<file path="config.mk">
export PLATFORM = sky130hd
export DESIGN_NAME = fsg_frame_sync
export DESIGN_NICKNAME = d
export VERILOG_FILES = /design/src/fsg_pkg.sv /design/src/fsg_frame_sync.sv
export SDC_FILE = /design/constraint.sdc
export NUM_CORES = 1
export LEC_CHECK = 0
export BUFFER_PORTS_ARGS = -buffer_cell sky130_fd_sc_hd__buf_2
export CAP_MARGIN = 5
export CORE_MARGIN = 4
export CORE_UTILIZATION = 60
export CTS_BUF_LIST = sky130_fd_sc_hd__clkbuf_8 sky130_fd_sc_hd__clkbuf_16
export CTS_CLUSTER_SIZE = 20
export DETAILED_ROUTE_END_ITERATION = 10
export PLACE_DENSITY = 0.88
export SLEW_MARGIN = 10
export SYNTH_ARGS = -nofsm -noshare
export SYNTH_HDL_FRONTEND = slang
export SYNTH_SLANG_ARGS = --single-unit
</file>
<file path="constraint.sdc">
create_clock -name core_clk -period 4.1 [get_ports core_clk]
set_input_delay 0.615 -clock core_clk [delete_from_list [all_inputs] [get_ports core_clk]]
set_output_delay 0.615 -clock core_clk [all_outputs]
set_load 0.05 [all_outputs]
</file>
<file path="src/fsg_pkg.sv">
// How it works
// - External mode carries selected pin level to back channel, one frame skew.
// - Both back channels drive the same sync register, updated on one tick.
// - Writing 1 to enable in control register 0x18 starts internal generation.
// - In internal mode source select bits 7:4 pick tick port; 0x0 is port 0.
// - Tick period equals one 30-bit back-channel frame: 600 ns or 12 us.
// - Control bit 1 picks separate high/low durations (0) or 50/50 duty (1).
// - Low phase lasts low count ticks, high phase lasts high count ticks.
// - High and low counts are 16 bits, upper/lower bytes at 0x19..0x1C.
// - Control bit 2 sets the level the generated signal starts from.
// - Once enabled the waveform repeats continuously until disabled.
// - Rate select bits 2:0 at 0x58 give 50 Mbps for 110b, setting tick.
package fsg_pkg;
	// ************************************************************
	// Register map
	// ************************************************************
	localparam logic [7:0] FSG_ADDR_CTL      = 8'h18;
	localparam logic [7:0] FSG_ADDR_HIGH_UP  = 8'h19;
	localparam logic [7:0] FSG_ADDR_HIGH_LO  = 8'h1A;
	localparam logic [7:0] FSG_ADDR_LOW_UP   = 8'h1B;
	localparam logic [7:0] FSG_ADDR_LOW_LO   = 8'h1C;
	localparam logic [7:0] FSG_ADDR_PORT_SEL = 8'h4C;
	localparam logic [7:0] FSG_ADDR_RATE     = 8'h58;
	localparam logic [7:0] FSG_ADDR_PIN_A    = 8'h6E;
	localparam logic [7:0] FSG_ADDR_PIN_B    = 8'h6F;

	// ************************************************************
	// Field positions and codes
	// ************************************************************
	localparam int         FSG_BIT_ENABLE    = 0;
	localparam int         FSG_BIT_MODE      = 1;
	localparam int         FSG_BIT_INIT      = 2;
	localparam int         FSG_SRC_LSB       = 4;
	localparam int         FSG_PSEL_RD_BIT   = 4;
	localparam logic [3:0] FSG_SRC_PIN_FIRST = 4'h8;
	localparam logic [3:0] FSG_SRC_PIN_LAST  = 4'hE;
	localparam logic [3:0] FSG_SRC_PORT1     = 4'h1;
	localparam logic [3:0] FSG_PIN_SRC_SYNC  = 4'hA;
	localparam logic [2:0] FSG_RATE_50M      = 3'b110;

	// ************************************************************
	// Reset values
	// ************************************************************
	localparam logic [7:0] FSG_RST_CTL       = 8'h00;
	localparam logic [7:0] FSG_RST_COUNT     = 8'h00;
	localparam logic [7:0] FSG_RST_PORT_SEL  = 8'h01;
	localparam logic [2:0] FSG_RST_RATE      = 3'b110;
	localparam logic [7:0] FSG_RST_PIN       = 8'h00;

	// ************************************************************
	// Timing
	// ************************************************************
	localparam int FSG_CLK_NS      = 4;
	localparam int FSG_FRAME_BITS  = 30;
	localparam int FSG_BIT_NS_50M  = 20;
	localparam int FSG_BIT_NS_2M5  = 400;
	localparam int FSG_FRAME_CYC_50M = FSG_FRAME_BITS * FSG_BIT_NS_50M / FSG_CLK_NS;
	localparam int FSG_FRAME_CYC_2M5 = FSG_FRAME_BITS * FSG_BIT_NS_2M5 / FSG_CLK_NS;
	localparam int FSG_TICK_W      = 12;
	localparam int FSG_PORTS       = 2;
	localparam int FSG_EXT_PINS    = 7;
endpackage

</file>
<file path="src/fsg_frame_sync.sv">
`timescale 1ns/1ns
module fsg_frame_sync
	import fsg_pkg::*;
#(
	parameter int NPINS = FSG_EXT_PINS
) (
	input  wire logic             core_clk,
	input  wire logic             srst,
	input  wire logic [7:0]       regAddr,
	input  wire logic [7:0]       regWrData,
	input  wire logic             regWr,
	input  wire logic             regRd,
	output logic      [7:0]       regRdData,
	input  wire logic [NPINS-1:0] gpioIn,
	output logic      [3:0]       bcPinPort0,
	output logic      [3:0]       bcPinPort1,
	output logic                  syncLevel
);
	// ************************************************************
	// Registers
	// ************************************************************
	logic [7:0]  ctl_r;
	logic [15:0] highCnt_r;
	logic [15:0] lowCnt_r;
	logic [7:0]  portSel_r;
	logic [2:0]  rate_r   [FSG_PORTS];
	logic [7:0]  pinSelA_r[FSG_PORTS];
	logic [7:0]  pinSelB_r[FSG_PORTS];
	logic [7:0]  rdData_nxt;
	logic        rdPort;

	assign rdPort = portSel_r[FSG_PSEL_RD_BIT];

	always_ff @(posedge core_clk) begin
		if (srst) begin
			ctl_r <= FSG_RST_CTL;
			highCnt_r <= {FSG_RST_COUNT, FSG_RST_COUNT};
			lowCnt_r <= {FSG_RST_COUNT, FSG_RST_COUNT};
			portSel_r <= FSG_RST_PORT_SEL;
		end else if (regWr) begin
			unique case (regAddr)
				FSG_ADDR_CTL:      ctl_r <= regWrData;
				FSG_ADDR_HIGH_UP:  highCnt_r[15:8] <= regWrData;
				FSG_ADDR_HIGH_LO:  highCnt_r[7:0] <= regWrData;
				FSG_ADDR_LOW_UP:   lowCnt_r[15:8] <= regWrData;
				FSG_ADDR_LOW_LO:   lowCnt_r[7:0] <= regWrData;
				FSG_ADDR_PORT_SEL: portSel_r <= regWrData;
				default: ;
			endcase
		end
	end

	// Port select bits 1:0 steer writes, so one write can program both ports
	always_ff @(posedge core_clk) begin
		for (int p = 0; p < FSG_PORTS; p++) begin
			if (srst) begin
				rate_r[p] <= FSG_RST_RATE;
				pinSelA_r[p] <= FSG_RST_PIN;
				pinSelB_r[p] <= FSG_RST_PIN;
			end else if (regWr && portSel_r[p]) begin
				if (regAddr == FSG_ADDR_RATE) begin
					rate_r[p] <= regWrData[2:0];
				end
				if (regAddr == FSG_ADDR_PIN_A) begin
					pinSelA_r[p] <= regWrData;
				end
				if (regAddr == FSG_ADDR_PIN_B) begin
					pinSelB_r[p] <= regWrData;
				end
			end
		end
	end

	always_comb begin
		rdData_nxt = 8'h00;
		unique case (regAddr)
			FSG_ADDR_CTL:      rdData_nxt = ctl_r;
			FSG_ADDR_HIGH_UP:  rdData_nxt = highCnt_r[15:8];
			FSG_ADDR_HIGH_LO:  rdData_nxt = highCnt_r[7:0];
			FSG_ADDR_LOW_UP:   rdData_nxt = lowCnt_r[15:8];
			FSG_ADDR_LOW_LO:   rdData_nxt = lowCnt_r[7:0];
			FSG_ADDR_PORT_SEL: rdData_nxt = portSel_r;
			FSG_ADDR_RATE:     rdData_nxt = {5'h00, rate_r[rdPort]};
			FSG_ADDR_PIN_A:    rdData_nxt = pinSelA_r[rdPort];
			FSG_ADDR_PIN_B:    rdData_nxt = pinSelB_r[rdPort];
			default:           rdData_nxt = 8'h00;
		endcase
	end

	always_ff @(posedge core_clk) begin
		if (srst) begin
			regRdData <= 8'h00;
		end else if (regRd) begin
			regRdData <= rdData_nxt;
		end
	end

	// ************************************************************
	// Back-channel frame ticks, one per port
	// ************************************************************
	logic [FSG_PORTS-1:0] tick;
	logic [FSG_TICK_W-1:0] tickCnt_r[FSG_PORTS];

	for (genvar p = 0; p < FSG_PORTS; p++) begin : g_tick
		logic [FSG_TICK_W-1:0] last;
		// Only the 50 Mbps code is characterised; other codes run at 2.5 Mbps
		assign last = (rate_r[p] == FSG_RATE_50M) ?
			FSG_TICK_W'(FSG_FRAME_CYC_50M - 1) : FSG_TICK_W'(FSG_FRAME_CYC_2M5 - 1);
		assign tick[p] = (tickCnt_r[p] >= last);
		always_ff @(posedge core_clk) begin
			if (srst || tick[p]) begin
				tickCnt_r[p] <= '0;
			end else begin
				tickCnt_r[p] <= tickCnt_r[p] + 1'b1;
			end
		end
	end

	// ************************************************************
	// External pin synchroniser
	// ************************************************************
	logic [NPINS-1:0] pinMeta_r;
	logic [NPINS-1:0] pinSync_r;

	always_ff @(posedge core_clk) begin
		if (srst) begin
			pinMeta_r <= '0;
			pinSync_r <= '0;
		end else begin
			pinMeta_r <= gpioIn;
			pinSync_r <= pinMeta_r;
		end
	end

	// ************************************************************
	// Sync generator
	// ************************************************************
	logic [3:0]  srcSel;
	logic        genEn;
	logic        genEn_r;
	logic        extMode;
	logic        genTick;
	logic [15:0] halfCnt;
	logic [15:0] nextHigh;
	logic [15:0] nextLow;
	logic [15:0] phaseCnt_r;
	logic        syncLevel_r;
	logic [2:0]  pinIdx;

	assign srcSel = ctl_r[FSG_SRC_LSB +: 4];
	assign genEn = ctl_r[FSG_BIT_ENABLE];
	assign extMode = !genEn && srcSel >= FSG_SRC_PIN_FIRST && srcSel <= FSG_SRC_PIN_LAST;
	assign pinIdx = srcSel[2:0];
	assign genTick = (genEn && srcSel == FSG_SRC_PORT1) ? tick[1] : tick[0];
	// Sum kept at 17 bits so long periods halve without wrapping
	assign halfCnt = 16'(({1'b0, highCnt_r} + {1'b0, lowCnt_r}) >> 1);
	assign nextHigh = ctl_r[FSG_BIT_MODE] ? halfCnt : highCnt_r;
	assign nextLow = ctl_r[FSG_BIT_MODE] ? halfCnt : lowCnt_r;

	always_ff @(posedge core_clk) begin
		if (srst) begin
			genEn_r <= 1'b0;
		end else begin
			genEn_r <= genEn;
		end
	end

	always_ff @(posedge core_clk) begin
		if (srst) begin
			syncLevel_r <= 1'b0;
			phaseCnt_r <= 16'h0000;
		end else if (genEn && !genEn_r) begin
			syncLevel_r <= ctl_r[FSG_BIT_INIT];
			phaseCnt_r <= ctl_r[FSG_BIT_INIT] ? nextHigh : nextLow;
		end else if (genEn) begin
			if (genTick) begin
				// A zero count behaves as one tick so the output never stalls
				if (phaseCnt_r <= 16'h0001) begin
					syncLevel_r <= !syncLevel_r;
					phaseCnt_r <= syncLevel_r ? nextLow : nextHigh;
				end else begin
					phaseCnt_r <= phaseCnt_r - 16'h0001;
				end
			end
		end else if (extMode) begin
			if (tick[0]) begin
				syncLevel_r <= pinSync_r[pinIdx];
			end
		end else begin
			syncLevel_r <= 1'b0;
		end
	end

	assign syncLevel = syncLevel_r;

	// Both ports take one shared register so their copies never drift
	always_ff @(posedge core_clk) begin
		if (srst) begin
			bcPinPort0 <= 4'h0;
			bcPinPort1 <= 4'h0;
		end else begin
			bcPinPort0 <= {pinSelB_r[0][7:4] == FSG_PIN_SRC_SYNC, pinSelB_r[0][3:0] == FSG_PIN_SRC_SYNC,
				pinSelA_r[0][7:4] == FSG_PIN_SRC_SYNC, pinSelA_r[0][3:0] == FSG_PIN_SRC_SYNC}
				& {4{syncLevel_r}};
			bcPinPort1 <= {pinSelB_r[1][7:4] == FSG_PIN_SRC_SYNC, pinSelB_r[1][3:0] == FSG_PIN_SRC_SYNC,
				pinSelA_r[1][7:4] == FSG_PIN_SRC_SYNC, pinSelA_r[1][3:0] == FSG_PIN_SRC_SYNC}
				& {4{syncLevel_r}};
		end
	end

	// ************************************************************
	// Checks
	// ************************************************************
	int unsigned gapCnt;
	always_ff @(posedge core_clk) begin
		if (srst || tick[0]) begin
			gapCnt <= 0;
		end else begin
			gapCnt <= gapCnt + 1;
		end
	end

	chk_tick_period: assert property (@(posedge core_clk) disable iff (srst)
		tick[0] && $past(tick[0] == 1'b0) && rate_r[0] == FSG_RATE_50M && $stable(rate_r[0])
		|-> gapCnt == FSG_FRAME_CYC_50M - 1)
		else $error("port 0 tick period wrong");
	chk_ext_follow: assert property (@(posedge core_clk) disable iff (srst)
		extMode && tick[0] |=> syncLevel_r == $past(pinSync_r[pinIdx]))
		else $error("external level not carried");
	chk_init_level: assert property (@(posedge core_clk) disable iff (srst)
		genEn && !genEn_r |=> syncLevel_r == $past(ctl_r[FSG_BIT_INIT]))
		else $error("generator start level wrong");
	chk_phase_toggle: assert property (@(posedge core_clk) disable iff (srst)
		genEn && genEn_r && genTick && phaseCnt_r <= 16'h0001 && $stable(ctl_r)
		|=> syncLevel_r != $past(syncLevel_r))
		else $error("phase did not toggle");
	chk_phase_reload: assert property (@(posedge core_clk) disable iff (srst)
		genEn && genEn_r && genTick && phaseCnt_r <= 16'h0001 && !syncLevel_r
		|=> phaseCnt_r == $past(nextHigh))
		else $error("high phase reload wrong");
	chk_level_hold: assert property (@(posedge core_clk) disable iff (srst)
		genEn && genEn_r && !genTick && $past(genEn) |=> $stable(syncLevel_r) or !genEn)
		else $error("level changed between ticks");
	chk_ports_match: assert property (@(posedge core_clk) disable iff (srst)
		pinSelA_r[0][3:0] == FSG_PIN_SRC_SYNC && pinSelA_r[1][3:0] == FSG_PIN_SRC_SYNC
		&& $stable(pinSelA_r[0]) && $stable(pinSelA_r[1]) |=> bcPinPort0[0] == bcPinPort1[0])
		else $error("ports out of step");
	chk_ctl_write: assert property (@(posedge core_clk) disable iff (srst)
		regWr && regAddr == FSG_ADDR_CTL |=> ctl_r == $past(regWrData) ##1 genEn_r == ctl_r[0])
		else $error("control write lost");
	chk_half_duty: assert property (@(posedge core_clk) disable iff (srst)
		genEn && genEn_r && genTick && phaseCnt_r <= 16'h0001 && ctl_r[FSG_BIT_MODE]
		|=> phaseCnt_r == $past(halfCnt))
		else $error("50/50 reload wrong");
	chk_off_low: assert property (@(posedge core_clk) disable iff (srst)
		!genEn && !extMode |=> !syncLevel_r)
		else $error("idle sync not low");

	cov_gen_start: cover property (@(posedge core_clk) disable iff (srst) genEn && !genEn_r);
	cov_toggle: cover property (@(posedge core_clk) disable iff (srst)
		genEn && genTick && phaseCnt_r <= 16'h0001);
	cov_ext_high: cover property (@(posedge core_clk) disable iff (srst) extMode && syncLevel_r);
	cov_port1_tick: cover property (@(posedge core_clk) disable iff (srst)
		genEn && srcSel == FSG_SRC_PORT1 && tick[1]);
endmodule

</file>
==> load_flow_metrics.sql <==
INSERT INTO impl_metrics (metric_group, metric, value, unit) VALUES
('worst_setup_path', 'critPathMaxFanout', '11', ''),
('worst_setup_path', 'required', '4.38', 'ns'),
('yosys', 'post_synth_and_or_nand_nor_area_fraction', '23.4', '%'),
('die', 'die_h', '128', 'um'),
('grt', 'grt_antenna_before_repair', '0', ''),
('routing', 'vias', '7551', ''),
('place', 'dp_hpwl', '15.6', 'mm'),
('place', 'globalplace.congestion', '0.968', ''),
('worst_setup_path', 'worstSetupStartpointType', 'register', ''),
('sta', 'finalSetupViolations', '0', ''),
('yosys', 'yosys.area_share.adder', '4.44', '%'),
('final_layout', 'area_delta_synth_final', '9.51', '%'),
('grt', 'number_of_global_route_vias_before_repair', '7136', ''),
('grt', 'grt_overflow_total', '0', ''),
('grt', 'wire_length_of_the_first_global_routing_pass', '35.5', 'mm'),
('die', 'die_w', '128', 'um'),
('routing', 'route.detailed.wl_per_inst', '18.8', 'um'),
('worst_setup_path', 'ff2ff_setup_slack', '1.24', 'ns'),
('clock_tree', 'cts_tree', 'done', ''),
('yosys', 'synth_mux_area_share', '7.86', '%'),
('sta', 'grt_setup_unrepaired', 'no', ''),
('routing', 'postRouteWirelength', '22.0', 'mm'),
('worst_setup_path', 'r2r_end', 'phaseCnt_r[6]', ''),
('yosys', 'synthFlopType', 'sky130_fd_sc_hd__dfxtp_1', ''),
('clock_tree', 'clock_tree.htree_level_count', '4', ''),
('pwr', 'swShare', '23.9', '%'),
('sta', 'final_max_slew_viol_count', '0', ''),
('die', 'num_rows', '43', ''),
('clock_tree', 'cts_root_buf', 'sky130_fd_sc_hd__clkbuf_16', ''),
('final_layout', 'design.final.nets', '1034', ''),
('pwr', 'comb_power_share', '4.1', '%'),
('pwr', 'power_per_cell_area', '341', 'nW/um2'),
('die', 'start_util', '61.6', '%'),
('routing', 'via_per_inst', '6.45', ''),
('yosys', 'synth_cells', '963', ''),
('worst_hold_path', 'timing.hold.worst_path_depth', '2', ''),
('yosys', 'synth-seq-area-share', '41.4', '%'),
('yosys', 'synth-xor-area-share', '3.76', '%'),
('yosys', 'number_of_enable_type_register_cells_in_the_synthesized_netlist', '38', ''),
('yosys', 'yosys_warning_total', '0', ''),
('sta', 'relSlewSlack', '39.7', '%'),
('yosys', 'post_synth_instance_area', '8620', 'um2'),
('place', 'place.port_buffers', '43', ''),
('clock_tree', 'path_clk_slew', '0.07', 'ns'),
('sta', 'final.setup.tns', '0', 'ns'),
('clock_tree', 'cts_inserted_buffers', '17', ''),
('clock_tree', 'postCtsSetupBuffers', '0', ''),
('routing', 'detail_route.iter0.violations', '988', ''),
('pwr', 'power.switching', '768', 'uW'),
('final_layout', 'num_antenna_cells', '0', ''),
('worst_hold_path', 'worst_hold_path_type', 'in2reg', ''),
('pwr', 'total_leakage_power', '3.53', 'nW'),
('pwr', 'share_seq_of_total_power', '51.0', '%'),
('worst_hold_path', 'hold_end', 'pinMeta_r[4]', ''),
('clock_tree', 'cts.path.max_buffers', '2', ''),
('sta', 'finClkSkew', '0.00843', 'ns'),
('die', 'design.die.area', '16300', 'um2'),
('yosys', 'synth_compound_area_share', '15.8', '%'),
('yosys', 'ys_types', '70', ''),
('final_layout', 'multi_input_area', '4780', 'um2'),
('worst_setup_path', 'crit_type', 'reg2reg', ''),
('grt', 'pin_count_of_the_biggest_net_entering_global_routing', '42', ''),
('final_layout', 'final_design_area_no_fill', '9440', 'um2'),
('place', 'postPlaceCellArea', '8900', 'um2'),
('grt', 'gr-usage-all-layers', '27.4', '%'),
('job', 'maxCapViolations', '0', ''),
('final_layout', 'seq_area', '3560', 'um2'),
('sta', 'worst_pin_slew', '0.903', 'ns'),
('status', 'status', 'finished clean', ''),
('yosys', 'postSynthRegisterBits', '159', ''),
('final_layout', 'fillers', '1094', '');
## how the worst max path moves through the flow
stage | startpoint | end | slack [ns] | cells after the start
floorplan | regAddr[0] | regRdData[3] | 1.59 | 8
global placement | phaseCnt_r[4] | phaseCnt_r[6] | 1.34 | 6
detailed placement | regAddr[6] | pinSelA_r[0][2] | 1.27 | 6
CTS | phaseCnt_r[4] | phaseCnt_r[6] | 1.31 | 6
global route | phaseCnt_r[4] | phaseCnt_r[14] | 1.11 | 6
finish | phaseCnt_r[4] | phaseCnt_r[6] | 1.24 | 6
## metal layers
metal	share of wire, %	GRT usage [%]	vias to the layer above
met5	0	0	-
met4	3.2	11.2	0
met3	10	7.00	74
met2	47	43.6	417
met1	40	35.8	3544
li1	-	-	3516
## logic make-up after synthesis
family	count (synthesis)
flops	159
simple gates	401
xor+xnor	37
buf+inv	70
mux	54
compound gates	212
fa+ha+maj	30
## power by group through the flow
stage / registers (mW) / logic (mW) / clock network, mW
6_report: 1.64 / 0.133 / 1.44
5_1_grt: 1.64 / 0.144 / 1.53
4_1_cts: 1.64 / 0.130 / 1.45
3_5_place_dp: 1.68 / 0.129 / 0
3_3_place_gp: 1.67 / 0.126 / 0
2_1_floorplan: 1.67 / 0.0886 / 0
## Yosys cell counts, types with 9 or more instances
master	number	area, um2
sky130_fd_sc_hd__nand2_1	120	450
sky130_fd_sc_hd__mux2_2	19	214
sky130_fd_sc_hd__inv_1	13	48.8
sky130_fd_sc_hd__edfxtp_1	38	1140
sky130_fd_sc_hd__and2_1	30	188
sky130_fd_sc_hd__and3_1	11	68.8
sky130_fd_sc_hd__nor2b_1	24	150
sky130_fd_sc_hd__o211ai_1	9	67.6
sky130_fd_sc_hd__mux2i_1	26	260
sky130_fd_sc_hd__mux4_2	9	203
sky130_fd_sc_hd__nor2_1	85	319
sky130_fd_sc_hd__ha_1	29	363
sky130_fd_sc_hd__nor3_1	13	65.1
sky130_fd_sc_hd__clkbuf_1	42	158
sky130_fd_sc_hd__o21ai_0	46	230
sky130_fd_sc_hd__nand2b_1	11	68.8
sky130_fd_sc_hd__nand3_1	47	235
sky130_fd_sc_hd__xor2_1	16	140
sky130_fd_sc_hd__a21oi_1	76	380
sky130_fd_sc_hd__xnor2_1	21	184
sky130_fd_sc_hd__dfxtp_1	121	2420
## sequential cells by signal, summed over array words and instances, names as in the netlist, 6 cells and up, named ones only
| register | flops |
|---|---|
| phaseCnt_r | 16 |
| portSel_r | 8 |
| tickCnt_r | 24 |
| pinSync_r | 7 |
| regRdData | 8 |
| lowCnt_r | 16 |
| pinSelB_r | 16 |
| pinMeta_r | 7 |
| ctl_r | 8 |
| highCnt_r | 16 |
| rate_r | 6 |
| pinSelA_r | 16 |
## worst max-delay path: stages, from the launching register on
cell and delay (ns):
sky130_fd_sc_hd__dfxtp_1 0.37, sky130_fd_sc_hd__or4_4 0.60, sky130_fd_sc_hd__or3_4 0.42, sky130_fd_sc_hd__nor2_1 0.63, sky130_fd_sc_hd__o21ai_0 0.21, sky130_fd_sc_hd__a222oi_1 0.36
sky130_fd_sc_hd__a211oi_1 0.12
## through the flow
stage | hold slack [ns] | setup WS [ns] | std cells | total power [mW] | utilization (%)
after floorplan | 0.410 | 1.59 | 963 | 1.76 | -
after global placement | 0.416 | 1.34 | 1138 | 1.80 | 63.6
after detailed placement | 0.428 | 1.27 | 1138 | 1.81 | 63.6
after CTS | 0.380 | 1.31 | 1170 | 3.22 | 67.5
after global routing | 0.416 | 1.11 | 1170 | 3.32 | 67.5
final | 0.387 | 1.24 | 1170 | 3.22 | 67.5
## final cells by class
type	count	share of cell area, %
Clock buffer	17	4.51
Multi-Input combinational cell	734	50.6
Inverter	13	0.517
Sequential cell	159	37.8
Tap cell	180	2.39
Timing Repair Buffer	52	3.00
Clock inverter	15	1.21
Power figures use the tool's default switching activity.
